File: config.mk
export PLATFORM = sky130hd
export DESIGN_NAME = ims_status_top
export DESIGN_NICKNAME = d
export VERILOG_FILES = /design/src/ims_pkg.sv /design/src/ims_line_if.sv /design/src/ims_glitch_filter.sv /design/src/ims_cond_detect.sv /design/src/ims_status_top.sv
export SDC_FILE = /design/constraint.sdc
export NUM_CORES = 1
export LEC_CHECK = 0
export ABC_AREA = 1
export BUFFER_PORTS_ARGS = -buffer_cell sky130_fd_sc_hd__buf_4
export CORE_UTILIZATION = 45
export CTS_CLUSTER_SIZE = 20
export DETAILED_ROUTE_END_ITERATION = 10
export PLACE_DENSITY = 0.82
export SKIP_LAST_GASP = 1
export SLEW_MARGIN = 15
export SYNTH_ARGS = -nofsm -noshare
export SYNTH_HDL_FRONTEND = slang
export SYNTH_SLANG_ARGS = --single-unit
File: constraint.sdc
create_clock -name CORE_CLK -period 1.7 [get_ports CORE_CLK]
set_clock_uncertainty 0.1 [all_clocks]
set_input_delay 0.34 -clock CORE_CLK [delete_from_list [all_inputs] [get_ports CORE_CLK]]
set_output_delay 0.34 -clock CORE_CLK [all_outputs]
set_load 0.02 [all_outputs]
File: src/ims_pkg.sv
// constants and register layout for the master status flags block
//------------------------------------------------------------
//------------------------------------------------------------
package ims_pkg;

	// register byte addresses
	localparam logic [31:0] ADDR_STATUS    = 32'h40020804;
	localparam logic [31:0] ADDR_CONTROL   = 32'h40020800;
	localparam logic [31:0] ADDR_IRQ_STAT  = 32'h40020840;
	localparam logic [31:0] ADDR_IRQ_MASK  = 32'h40020844;

	// master_status_flags layout
	localparam int          BIT_CLK_FILT   = 14;
	localparam int          BIT_DAT_FILT   = 13;
	localparam int          BIT_TX_UFLOW   = 12;
	localparam int          BIT_SELF_STOP  = 11;
	localparam int          BIT_BUS_OCC    = 10;
	localparam int          BIT_RX_OFLOW   = 9;
	localparam logic [15:0] STATUS_RESET   = 16'h6000;

	// master_control_register layout
	localparam int          BIT_TXREQ_IEN  = 0;
	localparam int          BIT_CMP_IEN    = 1;
	localparam logic [1:0]  CONTROL_RESET  = 2'h0;

	// interrupt status / mask layout
	localparam int          IRQ_BITS       = 4;
	localparam int          IRQ_TX_BYTE    = 0;
	localparam int          IRQ_STOP       = 1;
	localparam int          IRQ_UFLOW      = 2;
	localparam int          IRQ_OFLOW      = 3;
	localparam logic [3:0]  IRQ_RESET      = 4'h0;

	// glitch filter length in clock cycles
	localparam int          FILT_CYCLES    = 4;

	typedef enum logic [1:0] {
		BUS_IDLE = 2'b00,
		BUS_READ = 2'b01,
		BUS_ACK  = 2'b10
	} ims_bus_type;

endpackage

File: src/ims_line_if.sv
// filtered bus line states and detected start/stop pulses
`timescale 1ns/1ps
`default_nettype none
interface ims_line_if;
	logic scl;
	logic sda;
	logic start;
	logic stop;
	modport det  (input scl, input sda, output start, output stop);
	modport core (input scl, input sda, input start, input stop);
endinterface
`default_nettype wire

File: src/ims_glitch_filter.sv
// two-stage synchroniser followed by a stability counter
`timescale 1ns/1ps
`default_nettype none
module ims_glitch_filter #(
	parameter int LEN = ims_pkg::FILT_CYCLES
) (
	// clock and reset
	input  wire logic clk,
	input  wire logic rst,
	// line
	input  wire logic line,
	output var  logic filt
);
	logic       sync1_reg;
	logic       sync2_reg;
	logic [7:0] cnt_reg;

	// reset to one: an undriven line is pulled high
	always_ff @(posedge clk) begin
		if (rst) begin
			sync1_reg <= 1'b1;
			sync2_reg <= 1'b1;
		end else begin
			sync1_reg <= line;
			sync2_reg <= sync1_reg;
		end
	end

	// output follows only after LEN stable samples
	always_ff @(posedge clk) begin
		if (rst) begin
			cnt_reg <= 8'h00;
			filt    <= 1'b1;
		end else if (sync2_reg == filt) begin
			cnt_reg <= 8'h00;
		end else if (cnt_reg == 8'(LEN - 1)) begin
			cnt_reg <= 8'h00;
			filt    <= sync2_reg;
		end else begin
			cnt_reg <= cnt_reg + 8'h01;
		end
	end
endmodule
`default_nettype wire

File: src/ims_cond_detect.sv
// start and stop condition detector on the filtered lines
`timescale 1ns/1ps
`default_nettype none
module ims_cond_detect (
	// clock and reset
	input  wire logic  clk,
	input  wire logic  rst,
	// filtered lines and pulses
	ims_line_if.det    lines
);
	logic sda_d_reg;
	logic scl_d_reg;

	always_ff @(posedge clk) begin
		if (rst) begin
			sda_d_reg <= 1'b1;
			scl_d_reg <= 1'b1;
		end else begin
			sda_d_reg <= lines.sda;
			scl_d_reg <= lines.scl;
		end
	end

	// data edge while clock stays high marks a condition
	assign lines.start = sda_d_reg & ~lines.sda & scl_d_reg & lines.scl;
	assign lines.stop  = ~sda_d_reg & lines.sda & scl_d_reg & lines.scl;
endmodule
`default_nettype wire

File: src/ims_status_top.sv
// master status flags register block with wishbone slave and interrupt
//
// Chosen here: the Wishbone slave port.
`timescale 1ns/1ps
`default_nettype none
module ims_status_top #(
	parameter int FILT_LEN = ims_pkg::FILT_CYCLES
) (
	// clock and reset
	input  wire logic        CORE_CLK,
	input  wire logic        RST,
	// wishbone slave
	input  wire logic [31:0] WB_ADR,
	input  wire logic [31:0] WB_DAT_W,
	input  wire logic [3:0]  WB_SEL,
	input  wire logic        WB_WE,
	input  wire logic        WB_CYC,
	input  wire logic        WB_STB,
	output var  logic [31:0] WB_DAT_R,
	output var  logic        WB_ACK,
	// bus line pins
	input  wire logic        SCL_IN,
	input  wire logic        SDA_IN,
	// events from the master state machine
	input  wire logic        TX_EMPTY_END,
	input  wire logic        SELF_STOP_DRIVEN,
	input  wire logic        RX_PUSH,
	input  wire logic        RX_FULL,
	input  wire logic        TX_BYTE_DONE,
	// control and interrupt
	output var  logic        TXREQ_IEN,
	output var  logic        CMP_IEN,
	output var  logic        IRQ
);
	ims_line_if lines ();

	ims_pkg::ims_bus_type bus_state_reg;

	logic [15:0]                  status_word;
	logic                         clk_filt_reg;
	logic                         dat_filt_reg;
	logic                         bus_occ_reg;
	logic                         uflow_reg;
	logic                         self_stop_reg;
	logic                         oflow_reg;
	logic [ims_pkg::IRQ_BITS-1:0] irq_stat_reg;
	logic [ims_pkg::IRQ_BITS-1:0] irq_mask_reg;
	logic [ims_pkg::IRQ_BITS-1:0] irq_event;
	logic [31:0]                  rd_data;
	logic                         req;
	logic                         acc;
	logic                         wr_en;
	logic                         rd_status;
	logic                         rd_irq;
	logic                         uflow_set;
	logic                         bus_occ_next;

	//------------------------------------------------------------
	// line filters and condition detection
	//------------------------------------------------------------
	ims_glitch_filter #(.LEN(FILT_LEN)) u_clk_filt (
		.clk  (CORE_CLK),
		.rst  (RST),
		.line (SCL_IN),
		.filt (lines.scl)
	);

	ims_glitch_filter #(.LEN(FILT_LEN)) u_dat_filt (
		.clk  (CORE_CLK),
		.rst  (RST),
		.line (SDA_IN),
		.filt (lines.sda)
	);

	ims_cond_detect u_detect (
		.clk   (CORE_CLK),
		.rst   (RST),
		.lines (lines)
	);

	//------------------------------------------------------------
	// wishbone slave: answer one cycle after the request
	//------------------------------------------------------------
	assign req = WB_CYC & WB_STB;
	// acc marks the one edge at which a request takes effect
	assign acc = req & (bus_state_reg == ims_pkg::BUS_IDLE);
	assign wr_en = acc & WB_WE;
	assign rd_status = acc & ~WB_WE & (WB_ADR == ims_pkg::ADDR_STATUS);
	assign rd_irq = acc & ~WB_WE & (WB_ADR == ims_pkg::ADDR_IRQ_STAT);

	always_ff @(posedge CORE_CLK) begin
		if (RST) begin
			bus_state_reg <= ims_pkg::BUS_IDLE;
			WB_ACK        <= 1'b0;
		end else begin
			unique case (bus_state_reg)
				ims_pkg::BUS_IDLE: begin
					if (req) begin
						bus_state_reg <= ims_pkg::BUS_ACK;
						WB_ACK        <= 1'b1;
					end
				end
				ims_pkg::BUS_ACK: begin
					// drop ack after one cycle, wait for release
					WB_ACK        <= 1'b0;
					bus_state_reg <= ims_pkg::BUS_READ;
				end
				ims_pkg::BUS_READ: begin
					if (!req) begin
						bus_state_reg <= ims_pkg::BUS_IDLE;
					end
				end
				default: begin
					bus_state_reg <= ims_pkg::BUS_IDLE;
					WB_ACK        <= 1'b0;
				end
			endcase
		end
	end

	// unmapped addresses read as zero and ignore writes
	always_comb begin
		rd_data = 32'h00000000;
		unique case (WB_ADR)
			ims_pkg::ADDR_STATUS:   rd_data[15:0] = status_word;
			ims_pkg::ADDR_CONTROL: begin
				rd_data[ims_pkg::BIT_TXREQ_IEN] = TXREQ_IEN;
				rd_data[ims_pkg::BIT_CMP_IEN]   = CMP_IEN;
			end
			ims_pkg::ADDR_IRQ_STAT: rd_data[ims_pkg::IRQ_BITS-1:0] = irq_stat_reg;
			ims_pkg::ADDR_IRQ_MASK: rd_data[ims_pkg::IRQ_BITS-1:0] = irq_mask_reg;
			default:                rd_data = 32'h00000000;
		endcase
	end

	// data is captured at the same edge that clears the flags
	always_ff @(posedge CORE_CLK) begin
		if (RST) begin
			WB_DAT_R <= 32'h00000000;
		end else if (acc && !WB_WE) begin
			WB_DAT_R <= rd_data;
		end
	end

	//------------------------------------------------------------
	// control register
	//------------------------------------------------------------
	always_ff @(posedge CORE_CLK) begin
		if (RST) begin
			TXREQ_IEN <= ims_pkg::CONTROL_RESET[ims_pkg::BIT_TXREQ_IEN];
			CMP_IEN   <= ims_pkg::CONTROL_RESET[ims_pkg::BIT_CMP_IEN];
		end else if (wr_en && WB_ADR == ims_pkg::ADDR_CONTROL && WB_SEL[0]) begin
			TXREQ_IEN <= WB_DAT_W[ims_pkg::BIT_TXREQ_IEN];
			CMP_IEN   <= WB_DAT_W[ims_pkg::BIT_CMP_IEN];
		end
	end

	//------------------------------------------------------------
	// status register
	//------------------------------------------------------------
	// underflow is only recorded while the tx request enable is on
	assign uflow_set = TX_EMPTY_END & TXREQ_IEN;

	// a start wins if both are seen together; they cannot legally coincide
	always_comb begin
		bus_occ_next = bus_occ_reg;
		if (lines.stop) begin
			bus_occ_next = 1'b0;
		end
		if (lines.start) begin
			bus_occ_next = 1'b1;
		end
	end

	// line mirrors and busy are plain state, never cleared by a read
	always_ff @(posedge CORE_CLK) begin
		if (RST) begin
			clk_filt_reg <= ims_pkg::STATUS_RESET[ims_pkg::BIT_CLK_FILT];
			dat_filt_reg <= ims_pkg::STATUS_RESET[ims_pkg::BIT_DAT_FILT];
			bus_occ_reg  <= ims_pkg::STATUS_RESET[ims_pkg::BIT_BUS_OCC];
		end else begin
			clk_filt_reg <= lines.scl;
			dat_filt_reg <= lines.sda;
			bus_occ_reg  <= bus_occ_next;
		end
	end

	// sticky flags: a set in the clearing cycle is kept
	always_ff @(posedge CORE_CLK) begin
		if (RST) begin
			uflow_reg     <= ims_pkg::STATUS_RESET[ims_pkg::BIT_TX_UFLOW];
			self_stop_reg <= ims_pkg::STATUS_RESET[ims_pkg::BIT_SELF_STOP];
			oflow_reg     <= ims_pkg::STATUS_RESET[ims_pkg::BIT_RX_OFLOW];
		end else begin
			if (uflow_set) begin
				uflow_reg <= 1'b1;
			end else if (rd_status) begin
				uflow_reg <= 1'b0;
			end
			// only this master's own stop counts, not a stop seen on the bus
			if (SELF_STOP_DRIVEN) begin
				self_stop_reg <= 1'b1;
			end else if (rd_status) begin
				self_stop_reg <= 1'b0;
			end
			if (RX_PUSH && RX_FULL) begin
				oflow_reg <= 1'b1;
			end else if (rd_status) begin
				oflow_reg <= 1'b0;
			end
		end
	end

	// spare bits are tied low so they always read as zero
	always_comb begin
		status_word                         = 16'h0000;
		status_word[ims_pkg::BIT_CLK_FILT]  = clk_filt_reg;
		status_word[ims_pkg::BIT_DAT_FILT]  = dat_filt_reg;
		status_word[ims_pkg::BIT_TX_UFLOW]  = uflow_reg;
		status_word[ims_pkg::BIT_SELF_STOP] = self_stop_reg;
		status_word[ims_pkg::BIT_BUS_OCC]   = bus_occ_reg;
		status_word[ims_pkg::BIT_RX_OFLOW]  = oflow_reg;
	end

	//------------------------------------------------------------
	// interrupt status, mask and output
	//------------------------------------------------------------
	// the self-stop flag feeds no event; software reads it after a stop
	always_comb begin
		irq_event = '0;
		irq_event[ims_pkg::IRQ_TX_BYTE] = TX_BYTE_DONE & TXREQ_IEN;
		irq_event[ims_pkg::IRQ_STOP]    = lines.stop & CMP_IEN;
		irq_event[ims_pkg::IRQ_UFLOW]   = uflow_set;
		irq_event[ims_pkg::IRQ_OFLOW]   = RX_PUSH & RX_FULL;
	end

	always_ff @(posedge CORE_CLK) begin
		if (RST) begin
			irq_stat_reg <= ims_pkg::IRQ_RESET;
		end else begin
			// events win over the read that clears
			irq_stat_reg <= (rd_irq ? '0 : irq_stat_reg) | irq_event;
		end
	end

	always_ff @(posedge CORE_CLK) begin
		if (RST) begin
			irq_mask_reg <= ims_pkg::IRQ_RESET;
		end else if (wr_en && WB_ADR == ims_pkg::ADDR_IRQ_MASK && WB_SEL[0]) begin
			irq_mask_reg <= WB_DAT_W[ims_pkg::IRQ_BITS-1:0];
		end
	end

	// registered so the output comes from a flop; one cycle behind status
	always_ff @(posedge CORE_CLK) begin
		if (RST) begin
			IRQ <= 1'b0;
		end else begin
			IRQ <= |(irq_stat_reg & irq_mask_reg);
		end
	end
endmodule
`default_nettype wire

==> summary.txt, run 1 <==
Synth
  – Avg Cell Area, Syn: 7.10 um2
  – FF+latch count, synth: 52
  – Sequential share of the synthesized area: 40.4%
  – Warnings from Yosys: 0
  – Post-synth ARST share: 0%
  – Cells after Synth: 363
  – Post-synth EDFFs: 0
  – Cell area after synthesis: 2580 um2
  – Ys flop type: dfxtp_1
  – Library cells used by synthesis: 37

Cells and area
  – Diode count: 0
  – Area of the multi-input gates: 1200 um2
  – # nets final: 510
  – Most common cell after layout, fill and taps aside: nand2_1
  – Layout area overhead: 22.6%
  – Fill count: 503
  – Design area: 3160 um2
  – Seq. cell area: 1040 um2
  – Max FFs per register: 10
  – Layout cells sized above 1: 23.8%
  – Most frequent cells in the layout: nand2_1 (77), buf_4 (64), inv_1 (53)

Status
  – Outcome: finished, final reports clean

STA
  – Setup violations, final: 0
  – Crit share post-route: 90.6%
  – FMAX: 649 MHz
  – Fin Setup TNS: 0 ns
  – Max Transition Viols Final: 0
  – Crit path time final: 1.54 ns
  – RSZ-0062 raised after global routing: false
  – Final hold vios: 0

Floorplanning
  – FP Rows: 27
  – Die X: 77.7 um
  – Top-Level Pins: 116
  – Die height: 77.7 um
  – Starting density of the core: 46.8%
  – Core Region: 5510 um2
  – Die area: 6030 um2

Setup path
  – Worst path max stage delay: 0.38 ns
  – CP top delay family: simple AND/OR/NAND/NOR gates
  – Worst Path Buf+Inv: 2
  – Worst-path cell chain: ha_1 -> nand2_1 -> nor4_4 -> nor2_1 -> inv_2 -> a21oi_1 -> o21ai_1 -> inv_1
  – Critical path type: reg -> reg
  – Worst path required time: 1.81 ns
  – Worst Path Max Fanout: 8
  – Critical path capture point type: flop
  – Worst path slowest cell: dfxtp_1
  – Crit path DAT: 1.65 ns
  – CP startpoint kind: flop

GRT
  – Initial antenna violation count: 0
  – Vias in the first global route: 2269
  – GRT Residual Overflow: 0
  – First-pass GRT wire length: 9010 um
  – GRT Util Overall: 18.4%
  – Largest net degree at the start of global routing: 23

Placement
  – DP Wirelength: 4070 um
  – Port bufs: 62
  – Placed cell area: 3040 um2
  – Gp weighted congestion: 0.809

Flow run
  – Max_cap viols: 0

Route
  – Drt first-iter violations: 148
  – DRC viols: 0
  – Vias per cell: 4.70
  – ANT nets after route: 0
  – Final wirelength: 5110 um
  – First-pass DRT Iterations: 4
  – Vias: 2356
  – Wirelength per Cell: 10.2 um

CTS
  – Root Buffer: clkbuf_8
  – Clock Pin Slew Worst Setup and Hold Paths: 0.09 ns
  – CTS Buf Count: 5
  – CTS HTree Levels: 2
  – Clk sink count: 52
  – CTS tree: built
  – Hold Buf Count CTS: 0
  – Worst-Skew Late Latency: 0.31 ns
  – Clk buf depth: 2

Power
  – Cell leakage power: 1.41 nW
  – Pwr Density: 729 nW/um2
  – VDD IR max: 0.543 mV
  – Total chip power: 0.00230 W

Worst hold path
  – Worst min-delay path class: in -> reg
-- cells in the mapped netlist, types with 2 or more instances --
master / instances / area, um2
nand3_1: 19 / 95.1
nor3_1: 5 / 25.0
nor2_4: 3 / 33.8
a21oi_1: 23 / 115
o21ai_1: 2 / 10.0
buf_4: 22 / 165
nor2_2: 3 / 18.8
ha_1: 2 / 25.0
nor3b_1: 3 / 22.5
nand4_1: 7 / 43.8
buf_2: 3 / 15.0
nor4_1: 4 / 25.0
o21ai_0: 10 / 50.1
a31oi_1: 2 / 12.5
a21oi_2: 6 / 52.6
inv_1: 54 / 203
nor2_1: 40 / 150
inv_2: 3 / 11.3
dfxtp_1: 52 / 1040
or2_2: 5 / 31.3
nand2_2: 3 / 18.8
nand2_1: 77 / 289
-- kinds of logic (layout without fill, tap and decap cells) --
| kind of cell | after synthesis | in the layout | synth area share (%) |
|---|---|---|---|
| and+or+nand+nor | 174 | 174 | 31.3 |
| buffers and inverters | 86 | 131 | 16.3 |
| DFF | 52 | 52 | 40.4 |
| AOI/OAI and AO/OA | 47 | 47 | 10.6 |
| adders and majority gates | 2 | 2 | 0.971 |
| other | 1 | 22 | 0.145 |
| xor gates and xnor gates | 1 | 1 | 0.340 |
-- worst paths after layout --
check | start | cells past startpoint | slack (ns) | to
worst min-delay path | SDA_IN | 2 | 0.12 | u_dat_filt.sync1_reg
worst max-delay path | u_dat_filt.cnt_reg[0] | 8 | 0.16 | u_dat_filt.cnt_reg[6]
worst max register to register | u_dat_filt.cnt_reg[0] | 8 | 0.16 | u_dat_filt.cnt_reg[6]
worst min register to register | u_clk_filt.sync1_reg | 1 | 0.32 | u_clk_filt.sync2_reg
-- report_power, final --
group | internal [W] | switching, W
combinational | 0.000103 | 0.000127
clock | 0.000436 | 0.000398
sequential | 0.00123 | 0.00000812
-- per-layer routing --
layer	track usage (%)	wire, um
met2	34.1	2620
met5	0	0
met4	5.85	60
met1	20.7	2220
met3	4.12	215
-- final cells by class --
cell class / instances / share of cell area [%]
multi-input combinational: 246 / 38.1
timing repair buffer: 64 / 15.2
tap: 72 / 2.85
sequential: 52 / 33.0
clock inverter: 3 / 1.35
inverter: 59 / 7.33
clock buffer: 5 / 2.18
-- per-stage QoR --
stage	utilization, %	cells	setup WS [ns]	hold slack (ns)
after detailed placement	55.2	493	0.0500	0.298
after CTS	57.2	501	0.109	0.116
after global routing	57.4	501	0.0138	0.118
after global placement	55.2	493	0.0722	0.293
final	57.4	501	0.160	0.123
after floorplan	-	384	0.287	0.289
-- worst reg2reg max path, stage by stage (launching register included) --
cell and delay (ns):
dfxtp_1 0.38, ha_1 0.18, nand2_1 0.11, nor4_4 0.27, nor2_1 0.09, inv_2 0.13, a21oi_1 0.06, o21ai_1 0.08
inv_1 0.04
-- repair_timing --
item	4_1_cts	5_1_grt
endpoints found under the setup margin	0	5
gates resized for setup	0	2
buffers inserted	0	0
Power figures use the tool's default switching activity.
==> run 2: changes to the inputs <==
--- a/config.mk
+++ b/config.mk
@@ -5,12 +5,11 @@
 export SDC_FILE = /design/constraint.sdc
 export NUM_CORES = 1
 export LEC_CHECK = 0
-export ABC_AREA = 1
 export BUFFER_PORTS_ARGS = -buffer_cell sky130_fd_sc_hd__buf_4
 export CORE_UTILIZATION = 45
 export CTS_CLUSTER_SIZE = 20
 export DETAILED_ROUTE_END_ITERATION = 10
-export PLACE_DENSITY = 0.82
+export PLACE_DENSITY = 0.83
 export SKIP_LAST_GASP = 1
 export SLEW_MARGIN = 15
 export SYNTH_ARGS = -nofsm -noshare
==> constraint.sdc (replaced) <==
create_clock -name CORE_CLK -period 1.7 [get_ports CORE_CLK]
set_clock_uncertainty 0.1 [all_clocks]
set_input_delay 0.34 -clock CORE_CLK [delete_from_list [all_inputs] [get_ports CORE_CLK]]
set_output_delay 0.34 -clock CORE_CLK [all_outputs]
set_load 0.05 [all_outputs]
==> run 2 against run 1 <==
  * The run now ends with setup timing left
  * Non-clock buffer count is 23 higher
  * Area after synthesis is 6.9% lower
  * Sequential power hardly changed
  * Via count is 9.7% lower
  * Core utilization is 6.7 points higher
  * Global-route usage is 0.76 points higher
  * Clock power is 0.6% lower
  * First-iteration DRC count is 24% lower
  * Die area is 6.7% lower
  * Flip-flop and latch count stayed put
==> summary.txt, run 2 <==
Status
  – Outcome: complete, but fails checks
  – Failing checks: setup timing

Floorplanning
  – Die area: 5630 um2 (-6.7%)
  – Die X: 75.0 um (-3.4%)
  – FP Rows: 26 (-3.7%)
  – Starting density of the core: 47.0% (+0.18 points)
  – Core Region: 5110 um2 (-7.2%)
  – Die height: 75.0 um (-3.4%)
  – Top-Level Pins: 116 (unchanged)

Route
  – Vias: 2127 (-9.7%)
  – ANT nets after route: 0 (unchanged)
  – Highest Signal Layer: met4
  – Routed wl met3: 319 um (+48%)
  – Drt first-iter violations: 113 (-24%)
  – First-pass DRT Iterations: 4 (unchanged)
  – Final wirelength: 5180 um (+1.3%)
  – Metal2 WL: 2610 um (-0.38%)
  – Vias per cell: 5.19 (+10%)
  – Wirelength per Cell: 12.6 um (+24%)
  – Met1 WL: 2140 um (-3.7%)
  – DRC viols: 0 (unchanged)

Setup path
  – R2R cell count: 5 (-3)
  – CP startpoint kind: flop
  – FF-to-FF setup slack: -0.04 ns (-0.20 ns)
  – Origin of the critical flop-to-flop path: u_dat_filt.cnt_reg[0]
  – CP Capture Point: u_dat_filt.filt
  – Worst Path Max Fanout: 3 (-5)
  – Critical path capture point type: flop
  – Worst Setup SP: u_dat_filt.cnt_reg[0]
  – Crit path DAT: 1.84 ns (+0.19 ns)
  – Worst R2R End: u_dat_filt.filt
  – Critical path type: reg -> reg
  – Worst path required time: 1.80 ns (about the same)

CTS
  – Clock Pin Slew Worst Setup and Hold Paths: 0.08 ns (about the same)
  – Root Buffer: clkbuf_8
  – Hold Buf Count CTS: 0 (unchanged)
  – CTS HTree Levels: 2 (unchanged)
  – CTS tree: built
  – CTS Buf Count: 5 (unchanged)
  – Clk buf depth: 2 (unchanged)
  – Worst-Skew Late Latency: 0.31 ns (about the same)
  – Clk sink count: 52 (unchanged)

Cells and area
  – Seq. cell area: 1050 um2 (+0.48%)
  – Post-layout util: 64.1% (+6.7 points)
  – Area of the multi-input gates: 1370 um2 (+13%)
  – Layout cells sized above 1: 38.8% (+15 points)
  – Cell Count, Final, Fillers Out: 410 (-18%)
  – Most common cell after layout, fill and taps aside: buf_4
  – Layout area overhead: 36.4%
  – Fill count: 420 (-17%)
  – Max FFs per register: 10 (unchanged)
  – # nets final: 421 (-17%)
  – Most frequent cells in the layout: buf_4 (87), dfxtp_1 (48), nor2_1 (24)
  – Diode count: 0 (unchanged)

Synth
  – Post-synth top area share: 43.4% (+3.0 points)
  – Most common cell in the netlist: dfxtp_1
  – Warnings from Yosys: 0 (unchanged)
  – FF+latch count, synth: 52 (unchanged)
  – Cells after Synth: 258 (-29%)
  – Sequential share of the synthesized area: 43.4% (+3.0 points)
  – Ys flop type: dfxtp_1
  – Post-synth ARST share: 0% (unchanged)
  – Avg Cell Area, Syn: 9.30 um2 (+31%)
  – Largest cells by area after synthesis: dfxtp_1 (43%), buf_4 (6.9%), a21oi_1 (4.0%)
  – Library cells used by synthesis: 39 (+5.4%)
  – Area leader, netlist: dfxtp_1
  – Cell area after synthesis: 2400 um2 (-6.9%)
  – Commonest cells post-synth: dfxtp_1 (52), nor2_1 (24), buf_4 (22)
  – Post-synth EDFFs: 0 (unchanged)

Power
  – Flop pwr share: 51.9% (-1.9 points)
  – Pwr Density: 729 nW/um2 (about the same)
  – VDD IR max: 0.314 mV (-42%)
  – P_sw: 0.000600 W (+12%)
  – Sw Ratio: 25.1% (+2.0 points)
  – Cell leakage power: 1.30 nW (-8.0%)
  – Clock power share: 34.7% (-1.5 points)
  – Combinational share of power: 13.4% (+3.4 points)
  – Internal power: 0.00179 W (+0.99%)

Placement
  – Gp weighted congestion: 0.782 (-3.4%)
  – DP Wirelength: 3840 um (-5.7%)
  – Port bufs: 62 (unchanged)
  – Placed cells: 401 (-19%)

GRT
  – Vias in the first global route: 1892 (-17%)
  – GRT Util Overall: 19.2% (+0.76 points)
  – GRT Residual Overflow: 0 (unchanged)
  – Initial antenna violation count: 0 (unchanged)
  – First-pass GRT wire length: 8200 um (-9.0%)
  – Largest net degree at the start of global routing: 21 (-8.7%)

STA
  – Crit share post-route: 103% (+12 points)
  – Crit path time final: 1.74 ns (+0.203 ns)
  – Setup violations, final: 2 (+2)
  – RSZ-0062 raised after global routing: true
  – FMAX: 574 MHz (-12%)
  – Max Transition Viols Final: 0 (unchanged)
  – Final hold vios: 0 (unchanged)
  – Final setup margin: -0.0428 ns (-0.203 ns)

Flow run
  – Max_cap viols: 0 (unchanged)

Worst hold path
  – Worst min-delay path class: in -> reg
==> run 2: cell types whose count changed after synthesis, sizes merged, moves of 6 or more <==
cell / change
a21oi: -10
a22o: +6
clkbuf: +6
inv: -54
nand2: -70
nand3: -8
nor2: -22
o21ai: -11
o31ai: +6
xor2: +9
==> run 2: how the worst min path moves through the flow <==
stage / start / to / slack (ns) / cells past startpoint
4_1_cts: SDA_IN / u_dat_filt.sync1_reg / 0.11 / 2
2_1_floorplan: u_clk_filt.sync1_reg / u_clk_filt.sync2_reg / 0.29 / 1
5_1_grt: SCL_IN / u_clk_filt.sync1_reg / 0.12 / 2
3_5_place_dp: u_clk_filt.sync1_reg / u_clk_filt.sync2_reg / 0.31 / 1
6_report: SDA_IN / u_dat_filt.sync1_reg / 0.12 / 2
3_3_place_gp: u_dat_filt.sync1_reg / u_dat_filt.sync2_reg / 0.29 / 1
==> run 2: cell type report <==
class	instances	area share [%]
multi-input combinational	189	41.7
sequential	52	31.9
timing repair buffer	87	19.9
tap	70	2.67
clock buffer	6	2.22
clock inverter	2	1.07
inverter	4	0.459
==> run 2: worst max-delay path: stages, from the launching register on <==
cell     delay [ns]
dfxtp_2        0.36
ha_4           0.13
or4b_4         0.46
nor4_4         0.21
nor2b_1        0.10
a211o_1        0.28
==> run 2: logic make-up after synthesis <==
group | share of synthesized area (%)
and+or+nand+nor | 25.7
adders and majority gates | 1.04
muxes | 1.88
buffers and inverters | 9.65
xor gates and xnor gates | 5.11
other | 0.156
DFF | 43.4
AOI/OAI and AO/OA | 13.1
==> run 2: through the flow <==
step,instance area (um2),setup WS [ns],hold WS [ns],TNS (ns),total power (W)
2_1_floorplan,2620,-0.0725,0.289,-0.666,0.00149
3_3_place_gp,3110,-0.188,0.293,-3.30,0.00158
3_5_place_dp,3110,-0.237,0.306,-4.88,0.00158
4_1_cts,3260,-0.0440,0.112,-0.0440,0.00240
5_1_grt,3270,-0.126,0.121,-0.339,0.00248
6_report,3270,-0.0428,0.117,-0.0758,0.00239
==> run 2: repair_timing <==
action / CTS / global route
gates resized for setup: 7 / 2
pin swaps: 1 / 1
setup buffers: 0 / 1
setup endpoints to repair: 25 / 17
==> run 2: per-layer routing <==
layer / vias up / GRT usage (%)
met5: - / 0
met4: 0 / 9.22
met3: 11 / 4.55
met2: 88 / 33.0
met1: 977 / 22.4
li1: 1051 / -
==> run 2: power by group through the flow <==
stage	Clock, W	Combinational (W)	Sequential (W)
4_1_cts	0.000848	0.000317	0.00124
3_3_place_gp	0	0.000310	0.00127
3_5_place_dp	0	0.000314	0.00127
2_1_floorplan	0	0.000212	0.00127
6_report	0.000829	0.000319	0.00124
5_1_grt	0.000897	0.000340	0.00124
==> run 3: changes to the inputs <==
--- a/config.mk
+++ b/config.mk
@@ -9,7 +9,7 @@
 export CORE_UTILIZATION = 45
 export CTS_CLUSTER_SIZE = 20
 export DETAILED_ROUTE_END_ITERATION = 10
-export PLACE_DENSITY = 0.83
+export PLACE_DENSITY = 0.78
 export SKIP_LAST_GASP = 1
 export SLEW_MARGIN = 15
 export SYNTH_ARGS = -nofsm -noshare
==> run 3 against run 2 <==
  * The flow still finishes with violations (setup timing)
  * Fmax down 0.61%
  * Sequential share of layout area up 0.12 points
  * Critical path depth up 1
  * Combinational power about the same
  * Die area unchanged
  * Critical endpoint is now u_clk_filt.filt
  * Highest routed layer unchanged
==> summary.txt, run 3 (synthesized netlist as in run 2, its figures left out) <==
Route
  – Wirelength per Cell: 12.1 um (-4.3%)
  – Metal2 WL: 2500 um (-4.1%)
  – Vias per cell: 5.18 (-0.21%)
  – ANT nets after route: 0 (unchanged)
  – Final wirelength: 4920 um (-5.0%)
  – Highest Signal Layer: met4
  – Drt first-iter violations: 59 (-48%)
  – DRC viols: 0 (unchanged)
  – First-pass DRT Iterations: 4 (unchanged)
  – Met1 WL: 2100 um (-1.7%)
  – Routed wl met3: 243 um (-24%)
  – Vias: 2107 (-0.94%)

Cells and area
  – Layout cells sized above 1: 38.3% (-0.54 points)
  – Area of the multi-input gates: 1360 um2 (-0.73%)
  – Diode count: 0 (unchanged)
  – Fill count: 439 (+4.5%)
  – Seq. cell area: 1050 um2 (unchanged)
  – Layout area overhead: 35.9%
  – Max FFs per register: 10 (unchanged)
  – # nets final: 418 (-0.71%)
  – Most common cell after layout, fill and taps aside: buf_4
  – Cell Count, Final, Fillers Out: 407 (-0.73%)
  – Most frequent cells in the layout: buf_4 (83), dfxtp_1 (48), nor2_1 (24)

GRT
  – Vias in the first global route: 1919 (+1.4%)
  – First-pass GRT wire length: 7910 um (-3.6%)
  – Initial antenna violation count: 0 (unchanged)
  – Largest net degree at the start of global routing: 25 (+19%)
  – GRT Util Overall: 18.3% (-0.86 points)
  – GRT Residual Overflow: 0 (unchanged)

CTS
  – CTS Buf Count: 5 (unchanged)
  – Root Buffer: clkbuf_8
  – CTS HTree Levels: 2 (unchanged)
  – CTS tree: built
  – Clk buf depth: 2 (unchanged)
  – Clock Pin Slew Worst Setup and Hold Paths: 0.10 ns (+0.02 ns)
  – Worst-Skew Late Latency: 0.31 ns (about the same)
  – Hold Buf Count CTS: 0 (unchanged)
  – Clk sink count: 52 (unchanged)

Setup path
  – CP startpoint kind: flop
  – Worst Path Buf+Inv: 1 (+1)
  – Worst-path cell chain: ha_4 -> or4b_4 -> nor4_4 -> buf_4 -> nor2b_1 -> a211o_1
  – Critical path capture point type: flop
  – Worst path required time: 1.81 ns (about the same)
  – Worst path max stage delay: 0.46 ns (about the same)
  – Crit path DAT: 1.86 ns (+0.02 ns)
  – CP top delay family: simple AND/OR/NAND/NOR gates
  – Critical path type: reg -> reg
  – Worst path slowest cell: or4b_4
  – Worst Path Max Fanout: 2 (-1)

STA
  – Crit share post-route: 103% (+0.63 points)
  – Worst hold margin: 0.106 ns (-0.0110 ns)
  – Final hold vios: 0 (unchanged)
  – Crit path time final: 1.75 ns (+0.0107 ns)
  – FMAX: 570 MHz (-0.61%)
  – RSZ-0062 raised after global routing: true
  – Setup violations, final: 1 (-1)
  – Final setup margin: -0.0534 ns (-0.0107 ns)
  – Max Transition Viols Final: 0 (unchanged)

Floorplanning
  – Die height: 75.0 um (unchanged)
  – Die area: 5630 um2 (unchanged)
  – Starting density of the core: 47.0% (unchanged)
  – FP Rows: 26 (unchanged)
  – Core Region: 5110 um2 (unchanged)
  – Die X: 75.0 um (unchanged)
  – Top-Level Pins: 116 (unchanged)

Status
  – Failing checks: setup timing
  – Outcome: complete, but fails checks

Placement
  – Placed cells: 399 (-0.50%)
  – DP Wirelength: 3790 um (-1.2%)
  – Gp weighted congestion: 0.815 (+4.2%)
  – Port bufs: 62 (unchanged)
  – Dpl ws: -0.220 ns (+0.0166 ns)

Power
  – VDD IR max: 0.407 mV (+30%)
  – Cell leakage power: 1.29 nW (-1.3%)
  – Pwr Density: 741 nW/um2 (+1.5%)

Worst hold path
  – Worst min-delay path class: in -> reg

Flow run
  – Max_cap viols: 0 (unchanged)
==> run 3: worst reg2reg max path, stage by stage (launching register included) <==
cell and delay, ns:
dfxtp_2 0.36, ha_4 0.13, or4b_4 0.46, nor4_4 0.19
buf_4 0.16, nor2b_1 0.04, a211o_1 0.21
==> run 3: power breakdown <==
part / switching (W) / internal, W
clock network: 0.000414 / 0.000444
logic: 0.000200 / 0.000117
registers: 0.00000803 / 0.00123
==> run 3: per-stage QoR <==
step	cell area [um2]	util, %	setup TNS, ns	power (W)
after floorplan	2620	-	-0.666	0.00149
after global placement	3110	60.9	-3.62	0.00158
after detailed placement	3110	60.9	-4.33	0.00158
after CTS	3240	63.5	-0.383	0.00244
after global routing	3260	63.9	-0.137	0.00251
final	3260	63.9	-0.0534	0.00242
==> run 3: worst paths after layout <==
path / slack (ns) / start / cells after the start / to
worst max-delay path: -0.05 / u_clk_filt.cnt_reg[1] / 6 / u_clk_filt.filt
worst min-delay path: 0.11 / SCL_IN / 2 / u_clk_filt.sync1_reg
worst max register to register: -0.05 / u_clk_filt.cnt_reg[1] / 6 / u_clk_filt.filt
worst min register to register: 0.32 / u_dat_filt.sync1_reg / 1 / u_dat_filt.sync2_reg
==> run 3: final cells by class <==
type	instances	share of cell area (%)
multi-input combinational	189	41.5
sequential	52	32.1
timing repair buffer	84	19.7
tap	70	2.69
clock buffer	5	2.11
clock inverter	3	1.42
inverter	4	0.460
==> run 3: repair_timing <==
| item | in CTS | in global routing |
|---|---|---|
| resized for setup | 4 | 3 |
| setup endpoints to repair | 22 | 10 |
| setup buffers | 0 | 0 |
| pin swaps | 1 | 1 |
==> run 3: metal layers <==
| metal | track usage (%) | up-vias |
|---|---|---|
| met1 | 19.6 | 991 |
| met3 | 4.69 | 7 |
| met5 | 0 | - |
| met2 | 34.7 | 61 |
| li1 | - | 1048 |
| met4 | 6.29 | 0 |
